**config.mk**
```make
export PLATFORM = sky130hd
export DESIGN_NAME = sar_adc_conversion_sequencer
export DESIGN_NICKNAME = d
export VERILOG_FILES = /design/src/sar_adc_pkg.sv /design/src/sar_adc_conversion_sequencer.sv
export SDC_FILE = /design/constraint.sdc
export NUM_CORES = 1
export LEC_CHECK = 0
export ABC_CLOCK_PERIOD_IN_PS = 2900
export BUFFER_PORTS_ARGS = -buffer_cell sky130_fd_sc_hd__buf_2
export CAP_MARGIN = 30
export CORE_ASPECT_RATIO = 0.75
export CORE_UTILIZATION = 40
export CTS_CLUSTER_DIAMETER = 200
export DETAILED_ROUTE_END_ITERATION = 12
export GPL_TIMING_DRIVEN = 0
export MAX_ROUTING_LAYER = met4
export PLACE_DENSITY_LB_ADDON = 0.1
export SYNTH_ARGS = -nofsm -noshare
export SYNTH_HDL_FRONTEND = slang
export SYNTH_SLANG_ARGS = --single-unit
```
**constraint.sdc**
```tcl
create_clock -name i_clock -period 2.9 [get_ports i_clock]
set_input_delay 0.29 -clock i_clock [delete_from_list [all_inputs] [get_ports i_clock]]
set_output_delay 0.29 -clock i_clock [all_outputs]
set_load 0.03 [all_outputs]
```
**src/sar_adc_pkg.sv**
```systemverilog
/*
  Constants and types shared by the successive-approximation conversion sequencer.
  Assumes a single 100 MHz system clock domain.
*/
package sar_adc_pkg;

  // ------------------------------------------------------------------
  // Converter shape
  // ------------------------------------------------------------------
  localparam int unsigned RESULT_BITS    = 12;
  localparam logic [3:0]  MSB_INDEX      = 4'hB;
  localparam logic [1:0]  TRACK_CLOCKS   = 2'h3;
  localparam logic [3:0]  TEMP_CHANNEL   = 4'h8;

  // ------------------------------------------------------------------
  // Values after reset
  // ------------------------------------------------------------------
  localparam logic [3:0]  PAIR_CFG_RESET = 4'h0;
  localparam logic [2:0]  GAIN_RESET     = 3'h0;
  localparam logic [3:0]  CHAN_RESET     = 4'h0;
  localparam logic [4:0]  DIVIDER_RESET  = 5'h1F;

  // ------------------------------------------------------------------
  // Start-mode codes
  // ------------------------------------------------------------------
  localparam logic [1:0]  START_SW       = 2'h0;
  localparam logic [1:0]  START_TIMER3   = 2'h1;
  localparam logic [1:0]  START_PIN      = 2'h2;
  localparam logic [1:0]  START_TIMER2   = 2'h3;

  // ------------------------------------------------------------------
  // One-hot gain selects: bit 0 is 0.5, then 1, 2, 4, 8, 16
  // ------------------------------------------------------------------
  localparam logic [5:0]  GAIN_HALF      = 6'h01;
  localparam logic [5:0]  GAIN_X1        = 6'h02;
  localparam logic [5:0]  GAIN_X2        = 6'h04;
  localparam logic [5:0]  GAIN_X4        = 6'h08;
  localparam logic [5:0]  GAIN_X8        = 6'h10;
  localparam logic [5:0]  GAIN_X16       = 6'h20;

  typedef enum logic [2:0] {
    ST_IDLE    = 3'h1,
    ST_TRACK   = 3'h2,
    ST_CONVERT = 3'h4
  } seq_state_e;

  typedef struct packed {
    logic [3:0] pos;
    logic [3:0] neg;
    logic       diff;
  } mux_sel_s;

endpackage

```
**src/sar_adc_conversion_sequencer.sv**
```systemverilog
/*
  Conversion sequencer for a 12-bit successive-approximation converter:
  trigger selection, tracking control, clock divider, bit search, result
  justification and completion flag.
  Assumes all inputs synchronous to i_clock; the analog comparator answers
  on i_cmp_above before each converter clock tick.
*/
`timescale 1ns/1ps
`default_nettype none

// Functional notes
// Analog parts powered only while enabled
// Nine channels: eight inputs plus temperature
// Pairs single-ended or differential, changeable between conversions
// Pairs single-ended after reset
// Gain 0.5 to 16, unity after reset
// Temperature sensor routed through gain stage
// Converter clock divided from system clock
// Software keeps rate within 100 ksps
// Start source chosen by start-mode bits
// Busy high throughout conversion
// Busy fall sets done flag, interrupt
// Result left or right justified
// Software clears flag, starts, polls, reads
// Track mode 0: track while idle
// Track mode 1: three-clock track first
// Pin mode: track while low, convert rising
// No tracking in chip standby
// Start-mode codes 00 01 10 11
// Gain field encoding per code
// Converter clock is system over divider+1
// Done flag cleared only by software
// Triggers ignored while busy
module sar_adc_conversion_sequencer
  import sar_adc_pkg::*;
(
  input  wire logic        i_clock,
  input  wire logic        i_reset_n,
  input  wire logic        i_conv_enable,
  input  wire logic        i_track_mode_sel,
  input  wire logic        i_start_mode_hi,
  input  wire logic        i_start_mode_lo,
  input  wire logic        i_left_justify,
  input  wire logic        i_irq_enable,
  input  wire logic        i_busy_write,
  input  wire logic        i_done_clear,
  input  wire logic [3:0]  i_pair_config,
  input  wire logic [3:0]  i_channel_select_field,
  input  wire logic [2:0]  i_gain_field,
  input  wire logic [4:0]  i_clock_divider_field,
  input  wire logic        i_timer3_overflow,
  input  wire logic        i_timer2_overflow,
  input  wire logic        i_ext_convert_start,
  input  wire logic        i_chip_standby,
  input  wire logic        i_cmp_above,
  output logic             o_conv_busy,
  output logic             o_conv_done_flag,
  output logic             o_irq,
  output logic             o_analog_on,
  output logic             o_track,
  output logic [11:0]      o_trial_code,
  output mux_sel_s         o_mux_sel,
  output logic [5:0]       o_gain_sel,
  output logic [7:0]       o_result_high,
  output logic [7:0]       o_result_low
);

  // ------------------------------------------------------------------
  // Functions
  // ------------------------------------------------------------------
  function automatic logic [5:0] gain_decode(input logic [2:0] f);
    logic [5:0] g;
    g = GAIN_X1;
    if (f[2:1] == 2'h3) g = GAIN_HALF;
    else if (f[2]) g = GAIN_X16;
    else if (f[1:0] == 2'h1) g = GAIN_X2;
    else if (f[1:0] == 2'h2) g = GAIN_X4;
    else if (f[1:0] == 2'h3) g = GAIN_X8;
    return g;
  endfunction

  function automatic mux_sel_s mux_decode(input logic [3:0] ch, input logic [3:0] pairs);
    mux_sel_s m;
    m.pos  = ch;
    m.neg  = ch;
    m.diff = 1'b0;
    if (ch[3]) begin
      m.pos = TEMP_CHANNEL;
      m.neg = TEMP_CHANNEL;
    end else if (pairs[ch[2:1]]) begin
      m.pos  = {1'b0, ch[2:1], 1'b0};
      m.neg  = {1'b0, ch[2:1], 1'b1};
      m.diff = 1'b1;
    end
    return m;
  endfunction

  // ------------------------------------------------------------------
  // State
  // ------------------------------------------------------------------
  seq_state_e  state_q, state_d;
  logic [4:0]  div_cnt_q, div_cnt_d;
  logic [1:0]  trk_cnt_q, trk_cnt_d;
  logic [3:0]  bit_q, bit_d;
  logic [11:0] code_q, code_d;
  logic        pin_q;
  logic        busy_q, busy_d;
  logic        done_q, done_d;
  logic        irq_q, irq_d;
  logic        on_q, on_d;
  logic        trk_q, trk_d;
  logic [3:0]  pair_q, pair_d;
  logic [3:0]  chan_q, chan_d;
  logic [2:0]  gain_q, gain_d;
  logic [4:0]  div_q, div_d;
  mux_sel_s    mux_q, mux_d;
  logic [5:0]  gsel_q, gsel_d;
  logic [7:0]  rhi_q, rhi_d, rlo_q, rlo_d;

  logic [1:0]  mode;
  logic        tick, trigger, finish, pin_rise;

  always_comb begin
    mode     = {i_start_mode_hi, i_start_mode_lo};
    pin_rise = i_ext_convert_start & ~pin_q;
    tick     = (div_cnt_q == div_q);
    case (mode)
      START_SW:     trigger = i_busy_write;
      START_TIMER3: trigger = i_timer3_overflow;
      START_PIN:    trigger = pin_rise;
      default:      trigger = i_timer2_overflow;
    endcase
    trigger = trigger & i_conv_enable & (state_q == ST_IDLE);
    finish  = (state_q == ST_CONVERT) & tick & (bit_q == 4'h0);
  end

  // ------------------------------------------------------------------
  // Sequencer
  // ------------------------------------------------------------------
  always_comb begin
    state_d   = state_q;
    div_cnt_d = tick ? 5'h00 : div_cnt_q + 5'h01;
    trk_cnt_d = trk_cnt_q;
    bit_d     = bit_q;
    code_d    = code_q;
    rhi_d     = rhi_q;
    rlo_d     = rlo_q;
    case (state_q)
      ST_IDLE: begin
        if (trigger) begin
          div_cnt_d = 5'h00;
          trk_cnt_d = 2'h0;
          bit_d     = MSB_INDEX;
          code_d    = 12'h800;
          if (i_track_mode_sel && mode != START_PIN) state_d = ST_TRACK;
          else state_d = ST_CONVERT;
        end
      end
      ST_TRACK: begin
        if (tick) begin
          trk_cnt_d = trk_cnt_q + 2'h1;
          if (trk_cnt_q == TRACK_CLOCKS - 2'h1) state_d = ST_CONVERT;
        end
      end
      ST_CONVERT: begin
        if (tick) begin
          if (!i_cmp_above) code_d[bit_q] = 1'b0;
          if (bit_q != 4'h0) begin
            bit_d         = bit_q - 4'h1;
            code_d[bit_d] = 1'b1;
          end else begin
            state_d = ST_IDLE;
            if (i_left_justify) begin
              rhi_d = code_d[11:4];
              rlo_d = {code_d[3:0], 4'h0};
            end else begin
              rhi_d = {4'h0, code_d[11:8]};
              rlo_d = code_d[7:0];
            end
          end
        end
      end
      default: state_d = ST_IDLE;
    endcase
    if (!i_conv_enable) state_d = ST_IDLE;
    busy_d = (state_d != ST_IDLE);
    done_d = (done_q & ~i_done_clear) | finish;
    irq_d  = done_d & i_irq_enable;
    on_d   = i_conv_enable;
    trk_d  = 1'b0;
    if (i_conv_enable && !i_chip_standby) begin
      if (!i_track_mode_sel) trk_d = (state_d == ST_IDLE);
      else if (mode == START_PIN) trk_d = (state_d == ST_IDLE) & ~i_ext_convert_start;
      else trk_d = (state_d == ST_TRACK);
    end
  end

  always_ff @(posedge i_clock or negedge i_reset_n) begin
    if (!i_reset_n) begin
      state_q   <= ST_IDLE;
      div_cnt_q <= 5'h00;
      trk_cnt_q <= 2'h0;
      bit_q     <= 4'h0;
      code_q    <= 12'h000;
      pin_q     <= 1'b0;
      busy_q    <= 1'b0;
      done_q    <= 1'b0;
      irq_q     <= 1'b0;
      on_q      <= 1'b0;
      trk_q     <= 1'b0;
      rhi_q     <= 8'h00;
      rlo_q     <= 8'h00;
    end else begin
      state_q   <= state_d;
      div_cnt_q <= div_cnt_d;
      trk_cnt_q <= trk_cnt_d;
      bit_q     <= bit_d;
      code_q    <= code_d;
      pin_q     <= i_ext_convert_start;
      busy_q    <= busy_d;
      done_q    <= done_d;
      irq_q     <= irq_d;
      on_q      <= on_d;
      trk_q     <= trk_d;
      rhi_q     <= rhi_d;
      rlo_q     <= rlo_d;
    end
  end

  // ------------------------------------------------------------------
  // Configuration, frozen while a conversion runs
  // ------------------------------------------------------------------
  always_comb begin
    pair_d = pair_q;
    chan_d = chan_q;
    gain_d = gain_q;
    div_d  = div_q;
    if (state_q == ST_IDLE && !trigger) begin
      pair_d = i_pair_config;
      chan_d = i_channel_select_field;
      gain_d = i_gain_field;
      div_d  = i_clock_divider_field;
    end
    mux_d  = mux_decode(chan_d, pair_d);
    gsel_d = gain_decode(gain_d);
  end

  always_ff @(posedge i_clock or negedge i_reset_n) begin
    if (!i_reset_n) begin
      pair_q <= PAIR_CFG_RESET;
      chan_q <= CHAN_RESET;
      gain_q <= GAIN_RESET;
      div_q  <= DIVIDER_RESET;
      mux_q  <= '0;
      gsel_q <= GAIN_X1;
    end else begin
      pair_q <= pair_d;
      chan_q <= chan_d;
      gain_q <= gain_d;
      div_q  <= div_d;
      mux_q  <= mux_d;
      gsel_q <= gsel_d;
    end
  end

  always_comb begin
    o_conv_busy      = busy_q;
    o_conv_done_flag = done_q;
    o_irq            = irq_q;
    o_analog_on      = on_q;
    o_track          = trk_q;
    o_trial_code     = code_q;
    o_mux_sel        = mux_q;
    o_gain_sel       = gsel_q;
    o_result_high    = rhi_q;
    o_result_low     = rlo_q;
  end
endmodule

`default_nettype wire

```
* Word level (Yosys, flattened, before mapping)
Index checks and enable logic that the tools add are counted.
W data, S select, Z words.
** Word-level totals
- Flip-flop bits (word level) :: 79
- Word-level logic and storage cells :: 128
** Cells by class
- Add/sub/neg operators :: 3
- Bitwise operators :: 16
- Mux-type cells :: 48
- Reductions and logical operators :: 16
- Equal/unequal tests :: 19
- Magnitude comparators :: 5
** Operators with widths (number)
- $mux W12 :: 6
- $mux W5 :: 6
- $mux W3 :: 8
- $mux W8 :: 3
- $pmux W12 S2 :: 1
- $mux W4 :: 5
- $mux W6 :: 3
- $and A12 B12 Y12 :: 1
- $not A12 Y12 :: 1
- $or A12 B12 Y12 :: 1
- $eq A2 B2 Y1 const B :: 5
- $lt A4 B5 Y1 const B :: 2
- $pmux W3 S3 :: 1
- $reduce_and A3 Y1 :: 3
- $and A1 B1 Y1 :: 8
- $demux W1 S4 :: 2
- $ge A4 B1 Y1 const B :: 2
- $ne A2 B2 Y1 const B :: 4
- $pmux W4 S2 :: 1
- $mux W1 :: 7
- $eq A3 B1 Y1 const B :: 2
- $eq A3 B2 Y1 const B :: 2
- $add A5 B1 Y5 const B :: 1
- $eq A5 B5 Y1 :: 1
- other kinds (20) :: 31

* Logic depth before layout (Yosys ltp)
Gate-level depths: netlist of run 1.
- Depth after elaboration :: 14
- Mapped depth :: 9

* Worst setup path after synthesis of run 1
Ideal clock, no wire load.
- Path kind :: flip-flop to flip-flop
- From :: reg bit_q[0]
- To :: reg rhi_q[1], in the netlist o_result_high[1]
- Stages on the path, launching flop included :: 9
- Path buffers :: 2
- Period minus slack after synthesis :: 2.003 ns
- Data arrival time :: 1.878 ns
- Required time :: 2.775 ns
- Setup slack :: 0.897 ns
- Cells stage by stage :: dfrtp_1 -> inv_1 -> ha_1 -> inv_1 -> or2_1 -> buf_2 -> nand4b_4 -> buf_6 -> mux2_4
** Between the ends
- Longest elaborated chain between the ends :: 10
- Elaborated cells on any way between the ends :: 14
- Those cells by class :: order compare (2); mux (6); bitwise (3); reduce/logical (3)
** RTL lines
- start, declared :: line sar_adc_conversion_sequencer.sv:104 : logic [3:0] bit_q, bit_d;
- start signal, assigned :: line sar_adc_conversion_sequencer.sv:217 : bit_q <= bit_d;
- $lt A4 B5 Y1 (not written as such) / $ge A4 B1 Y1 (equally long branches) :: line sar_adc_conversion_sequencer.sv:167 : if (!i_cmp_above) code_d[bit_q] = 1'b0;
- $logic_and A1 B1 Y1 (not written as such) :: line sar_adc_conversion_sequencer.sv:167
- $mux W1 (not written as such) :: line sar_adc_conversion_sequencer.sv:167
- $demux W1 S4 :: line sar_adc_conversion_sequencer.sv:167
- $not A12 Y12 (no line)
- $and A12 B12 Y12 (no line)
- $mux W12 :: line sar_adc_conversion_sequencer.sv:167
- $mux W12 :: line sar_adc_conversion_sequencer.sv:166 : if (tick) begin
- $mux W12 :: line sar_adc_conversion_sequencer.sv:148 : case (state_q)
- $mux W8 :: line sar_adc_conversion_sequencer.sv:173 : if (i_left_justify) begin
- end signal, assigned :: line sar_adc_conversion_sequencer.sv:225 : rhi_q <= rhi_d;
- end, declared :: line sar_adc_conversion_sequencer.sv:118 : logic [7:0] rhi_q, rhi_d, rlo_q, rlo_d;
Several ways; a longest one is shown, not always the timed one. The select of a mux whose other input is x is not followed.
A chain may end at the register's enable or synchronous reset.

* Worst setup path after layout of run 1
- From :: reg div_q[1]
- To :: reg code_q[7], in the netlist o_trial_code[7]
** Between the ends
- Longest elaborated chain between the ends :: 3
** RTL lines
- start, declared :: line sar_adc_conversion_sequencer.sv:115 : logic [4:0] div_q, div_d;
- start signal, assigned :: line sar_adc_conversion_sequencer.sv:260 : div_q <= div_d;
- $eq A5 B5 Y1 :: line sar_adc_conversion_sequencer.sv:126 : tick = (div_cnt_q == div_q);
- $ne A2 B2 Y1 (no line)
- $reduce_and A3 Y1 (no line)
- end signal, assigned :: line sar_adc_conversion_sequencer.sv:218 : code_q <= code_d;
- end, declared :: line sar_adc_conversion_sequencer.sv:105 : logic [11:0] code_q, code_d;
Every way passes these cells.

==> results_dict.tcl, run 1 <==
set metrics [dict create \
    htreeDepth 3 \
    netlist_instances 328 \
    die_h_um 85.3 \
    io_buffers 77 \
    final_nets 455 \
    critPathSlowestCell "dfstp_2" \
    drv_slew 0 \
    drc_errors 0 \
    yosys.cell_types.count 56 \
    dp_slack_ps 636 \
    synth_compound_area_frac 0.123 \
    dr.pass1.iters 4 \
    root_buffer "clkbuf_16" \
    synth_edf_count 0 \
    cap_violations 0 \
    cts_sinks 75 \
    ys_seq_area_frac 0.510 \
    hold_viol_final 0 \
    reg2reg_from "div_q[1]" \
    power.leakage_nw 2.23 \
    cts_buffer_depth 2 \
    tritoncts "built" \
    ant_nets 0 \
    layout_commonest_cell "buf_2" \
    rsz0062_at_grt "no" \
    rr_worst_depth 6 \
    synth_flop_cell "dfrtp_1" \
    r2r_setup_slack_ps 620 \
    path_class "reg -> reg" \
    hold_class "in -> reg" \
    fin_crit_ps 2280 \
    fmax_mhz 439 \
    final_cell_mix "buf_2, dfrtp_1, nand2_1" \
    grt_usage 0.193 \
    cp_slowest_stage_delay_ps 530 \
    cp_max_fo 10 \
    first_iter_violations 83 \
    worstSetupEndpoint "o_trial_code[7]" \
    diodes 0 \
    initial_core_util 0.425 \
    yosys.area_share.xor_xnor 0.0261 \
    final.setup.tns_ps 0 \
    wl_um 8160 \
    timing.clock.skew_ps 9.10 \
    cp.required_ps 3110 \
    wire_per_inst_um 15.4 \
    critPathLaunchType "flop" \
    place.gp.congestion 0.796 \
    slew_headroom 0.603 \
    synth-seq-cells 75 \
    worst_setup_path_end_kind "flop" \
    async_reset_ff_frac 1.00 \
    routed_via_density 5.23 \
    drive_above_1_share 0.317 \
    setup_viol 0 \
    die_area_um2 9640 \
    post_synth_and_or_nand_nor_area_fraction 0.131 \
    synthesis.yosys.warnings 0 \
    fp.dieW_um 113 \
    cp_cell_sequence "xor2_1 -> nor2_1 -> nand2_1 -> o21ai_4 -> buf_6 -> mux2_1" \
    vias 2777 \
    rows 29 \
    p_per_area_nw_per_um2 665 \
    syn_area_um2 3700 \
    core_region_area_um2 8710 \
    r2r-end "o_trial_code[7]" \
    crit_arrival_ps 2480 \
    hold_slack_ps 97.9 \
    dpl-instance-area_um2 4250 \
    grt_max_degree 58 \
    cts_buffers 9 \
    insertion_delay_ps 330 \
    final.period_utilization 0.785 \
    synth_mux_area_frac 0.149 \
    synthesis.nets 365 \
    clk_pin_slew_worst_paths_ps 50 \
    finish.instance_area_um2 4550 \
    post_cts_buffers 0 \
    final_util 0.522 \
    peakVddDrop_uv 271 \
    synth-adder-area-share 0.0203 \
    area_growth_pct 23.0 \
    tightest_slew_ps 596 \
    status "finished clean" \
    place_hpwl_um 5930 \
    synth_top_family_by_area "multiplexers" \
    io_pins 79 \
    antenna_found_initial 0 \
    grt_pass1_vias 2682 \
    syn_avg_cell_area_um2 11.3 \
    grt_pass1_wl_um 13600 \
    overflow 0 \
    worst_slack_ps 624 \
    startpoint "div_q[1]" \
]
==> cell type report <==
cell class,instances,area [µm²]
sequential,75,1890
timing repair buffer,79,425
fill,824,4160
buffer,16,103
tap,108,135
clock buffer,13,250
clock inverter,3,40.0
multi-input combinational,224,1660
inverter,13,48.8
==> cell usage after synthesis, types with 4 or more instances <==
cell type   n  area (µm²)
a21o_1      4        30.0
a21oi_1     6        30.0
buf_2       4        20.0
buf_4       4        30.0
clkbuf_1    5        18.8
dfrtp_1    68        1700
dfstp_2     7         184
ha_1        6        75.1
inv_1      12        45.0
mux2_1     18         203
mux2_2     11         124
mux2i_1    12         120
nand2_1    26        97.6
nand2b_1   10        62.6
nand3_1     4        20.0
nand3b_1    4        30.0
nor2_1     23        86.3
nor3_1      5        25.0
o211ai_1    6        45.0
o21ai_0    20         100
o21ai_1     9        45.0
o22ai_1     6        37.5
xnor2_1     4        35.0
xor2_1      7        61.3
==> power breakdown <==
group	total (mW)	internal, mW	switching [mW]	leakage [nW]
combinational	0.672	0.264	0.407	1.15
clock	1.09	0.687	0.400	0.144
sequential	1.27	1.18	0.0845	0.938
==> critical path: cells and delay by family, from the launching register on <==
| family | cells | cell delay, ps |
|---|---|---|
| muxes | 1 | 330 |
| and+or+nand+nor | 2 | 650 |
| xor gates and xnor gates | 1 | 60 |
| buffers and inverters | 1 | 220 |
| AOI/OAI and AO/OA | 1 | 360 |
| DFF | 1 | 530 |
==> through the flow <==
stage,power (mW),cells
final,3.03,531
after global routing,3.19,531
after CTS,3.07,531
after detailed placement,1.96,514
after global placement,1.94,513
after floorplan,1.76,328
==> sequential cells by signal, indices dropped and copies added (netlist names) <==
register          count
o_trial_code         12
o_gain_sel            6
o_result_low          8
o_analog_on           1
chan_q                4
div_cnt_q             5
o_result_high         8
bit_q                 4
pin_q                 1
o_conv_done_flag      1
gain_q                3
o_conv_busy           1
o_irq                 1
div_q                 5
o_mux_sel             5
pair_q                4
trk_cnt_q             2
o_track               1
state_q               3
==> how the worst min path moves through the flow <==
stage | cells past startpoint | slack, ps | end | startpoint
floorplan | 0 | -6 | bit_q[0] | i_reset_n
global placement | 1 | 430 | pin_q | i_ext_convert_start
detailed placement | 1 | 200 | o_mux_sel[0] | i_reset_n
CTS | 1 | 80 | pin_q | i_ext_convert_start
global route | 1 | 90 | pin_q | i_ext_convert_start
finish | 1 | 100 | pin_q | i_ext_convert_start
==> layer usage <==
layer	global-route usage	wire length (µm)	up-vias
met4	0.0610	56	0
met3	0.0679	527	6
met2	0.253	3240	76
met5	-	0	-
li1	-	-	1349
met1	0.275	4340	1346
==> what timing repair did <==
action | CTS | global route
hold endpoints to repair | 17 | 0
resized for setup | 0 | 0
hold buffers | 1 | 0
setup endpoints to repair | 0 | 0
==> cells by family after synthesis <==
logic type / after synthesis
multiplexers: 47
AND/OR/NAND/NOR: 91
flip-flops: 75
AO/OA/AOI/OAI: 69
buffers and inverters: 29
XOR/XNOR: 11
adder cells (fa/ha/maj): 6
Power figures use the tool's default switching activity.
==> inputs of run 2 (changes only) <==
- ABC_AREA: unset -> 1
- ABC_CLOCK_PERIOD_IN_PS: 2900 -> 2060
- clock period: 2.9 -> 2.06 ns (I/O delays scaled with it)
==> results_dict.tcl, run 2 <==
set metrics [dict create \
    vias 2976 \
    final.period_utilization 0.905 \
    post_synth_and_or_nand_nor_area_fraction 0.205 \
    largest_reg_flops 12 \
    synth-adder-area-share 0.0204 \
    p_per_area_nw_per_um2 1030 \
    tightest_slew_ps 573 \
    cp_max_fo 10 \
    cp_top_family "buffers and inverters" \
    wl_um 8290 \
    path_common_cell "inv_1" \
    cts_buffers 9 \
    cts_buffer_depth 2 \
    synth_top_area_cell "dfrtp_1" \
    place.gp.congestion 0.920 \
    reg2reg_from "bit_q[0]" \
    post_cts_buffers 0 \
    timing.clock.skew_ps 6.25 \
    yosysMostFrequentCell "nand2_1" \
    critPathSlowestCell "dfrtp_1" \
    synth_compound_area_frac 0.127 \
    cts_sinks 75 \
    cp.required_ps 2270 \
    synth_top_family_by_area "simple AND/OR/NAND/NOR gates" \
    syn_area_um2 3690 \
    status "finished clean" \
    htreeDepth 3 \
    wire_per_inst_um 13.5 \
    cap_violations 0 \
    dp_slack_ps -0.438 \
    layout_commonest_cell "nand2_1" \
    final.setup.tns_ps 0 \
    root_buffer "clkbuf_16" \
    overflow 0 \
    crit_arrival_ps 2080 \
    grt_usage 0.199 \
    core_region_area_um2 8710 \
    worst_slack_ps 196 \
    final_cell_mix "nand2_1, buf_2, dfrtp_1" \
    hold_viol_final 0 \
    slew_headroom 0.618 \
    setup_viol 0 \
    path_class "reg -> reg" \
    async_reset_ff_frac 1.00 \
    insertion_delay_ps 340 \
    synth_flop_cell "dfrtp_1" \
    fin_crit_ps 1860 \
    hold_class "in -> reg" \
    tritoncts "built" \
    grt_max_degree 49 \
    synthesis.yosys.warnings 0 \
    drc_errors 0 \
    cp_slowest_stage_delay_ps 400 \
    yosys.cell_types.count 44 \
    ys_seq_area_frac 0.511 \
    peakVddDrop_uv 542 \
    place_hpwl_um 6230 \
    critPathLaunchType "flop" \
    netlist_instances 411 \
    io_buffers 78 \
    rsz0062_at_grt "no" \
    synth_top_area_share 0.461 \
    worst_setup_path_end_kind "flop" \
    synth.area.top_cells "dfrtp_1, nand2_1, inv_1" \
    power.leakage_nw 2.37 \
    rows 29 \
    io_pins 79 \
    antenna_found_initial 0 \
    drv_slew 0 \
    synthesis.nets 448 \
    fmax_mhz 537 \
    worst-path-buf-inv 4 \
    routed_via_density 4.83 \
    fp.dieW_um 113 \
    die_area_um2 9610 \
    synth-seq-cells 75 \
    diodes 0 \
    die_h_um 85.2 \
    syn_avg_cell_area_um2 8.97 \
    initial_core_util 0.423 \
    grt_pass1_wl_um 14100 \
    synth_edf_count 0 \
    startpoint "bit_q[0]" \
    synth_mux_area_frac 0.0282 \
    clk_pin_slew_worst_paths_ps 50 \
    ant_nets 0 \
    yosys.area_share.xor_xnor 0.0119 \
    area_growth_pct 23.5 \
    grt_pass1_vias 2868 \
    final_nets 540 \
    cp_cell_sequence "inv_2 -> ha_2 -> inv_1 -> nor3_2 -> inv_1 -> nor2_4 -> nand2_4 -> buf_2 -> nand2_1 -> o21ai_0" \
    drive_above_1_share 0.297 \
    first_iter_violations 175 \
    synth_top_cells_by_count "nand2_1, dfrtp_1, inv_1, o21ai_0, nor2_1" \
    dr.pass1.iters 5 \
    min_from "i_conv_enable" \
]
run 2: cell count changes after synthesis, moves of 6 or more:
cell,delta
o21ai_1,-6
nand2_2,+8
nand2_1,+58
mux2_2,-8
o21ai_0,+13
nand2b_1,-10
mux2_1,-18
nand3_2,+7
a21oi_1,+12
nand3_1,+7
inv_1,+50
run 2: path summary, 6_finish.rpt:
| path | slack (ps) | cells after the start | end |
|---|---|---|---|
| worst min register to register | 480 | 2 | chan_q[0] |
| min in group asynchronous | 330 | 2 | o_track |
| max in group asynchronous | 1110 | 3 | o_gain_sel[1] |
| worst max register to register | 200 | 10 | o_result_high[2] |
| worst min-delay path | 60 | 1 | o_analog_on |
| worst max-delay path | 200 | 10 | o_result_high[2] |
run 2: report_power, final:
part	switching [mW]	leakage, nW	internal (mW)
Clock	0.572	0.138	0.935
Combinational	0.882	1.35	0.444
Sequential	0.147	0.884	1.70
Total	1.60	2.37	3.08
run 2: logic make-up after synthesis:
kind of cell	after synthesis
multiplexers	10
flip-flops	75
AO/OA/AOI/OAI	79
adder cells (fa/ha/maj)	6
XOR/XNOR	5
buffers and inverters	80
AND/OR/NAND/NOR	156
run 2: what timing repair did:
item                                    4_1_cts  5_1_grt
resized for setup                             1        4
hold buffers                                  2        0
cloned                                        0        0
hold endpoints to repair                     27        0
endpoints found under the setup margin        4       17
pin swaps                                     0        0
run 2: cell type report:
type / instances / area (µm²)
fill: 867 / 4150
sequential: 75 / 1890
multi-input combinational: 256 / 1460
timing repair buffer: 81 / 440
inverter: 68 / 258
clock buffer: 13 / 240
tap: 108 / 135
buffer: 12 / 95.1
clock inverter: 3 / 40.0
run 2: through the flow:
step | utilization | instances | hold slack (ps) | instance area, µm² | total power, mW
global route | 0.523 | 616 | 56.9 | 4560 | 4.96
floorplan | - | 411 | -89.6 | 3690 | 2.82
CTS | 0.522 | 616 | 59.9 | 4550 | 4.73
global placement | 0.484 | 597 | 339 | 4210 | 3.16
finish | 0.523 | 616 | 63.8 | 4560 | 4.68
detailed placement | 0.487 | 598 | 159 | 4240 | 3.18
run 2: metal layers:
metal  wire length (µm)  share of wire  vias up  track usage
met5                  0              0        -            -
met4                176          0.021        0       0.0849
met3                453          0.055       14       0.0521
met2               3340           0.40       78        0.271
met1               4320           0.52     1375        0.279
li1                   -              -     1509            -
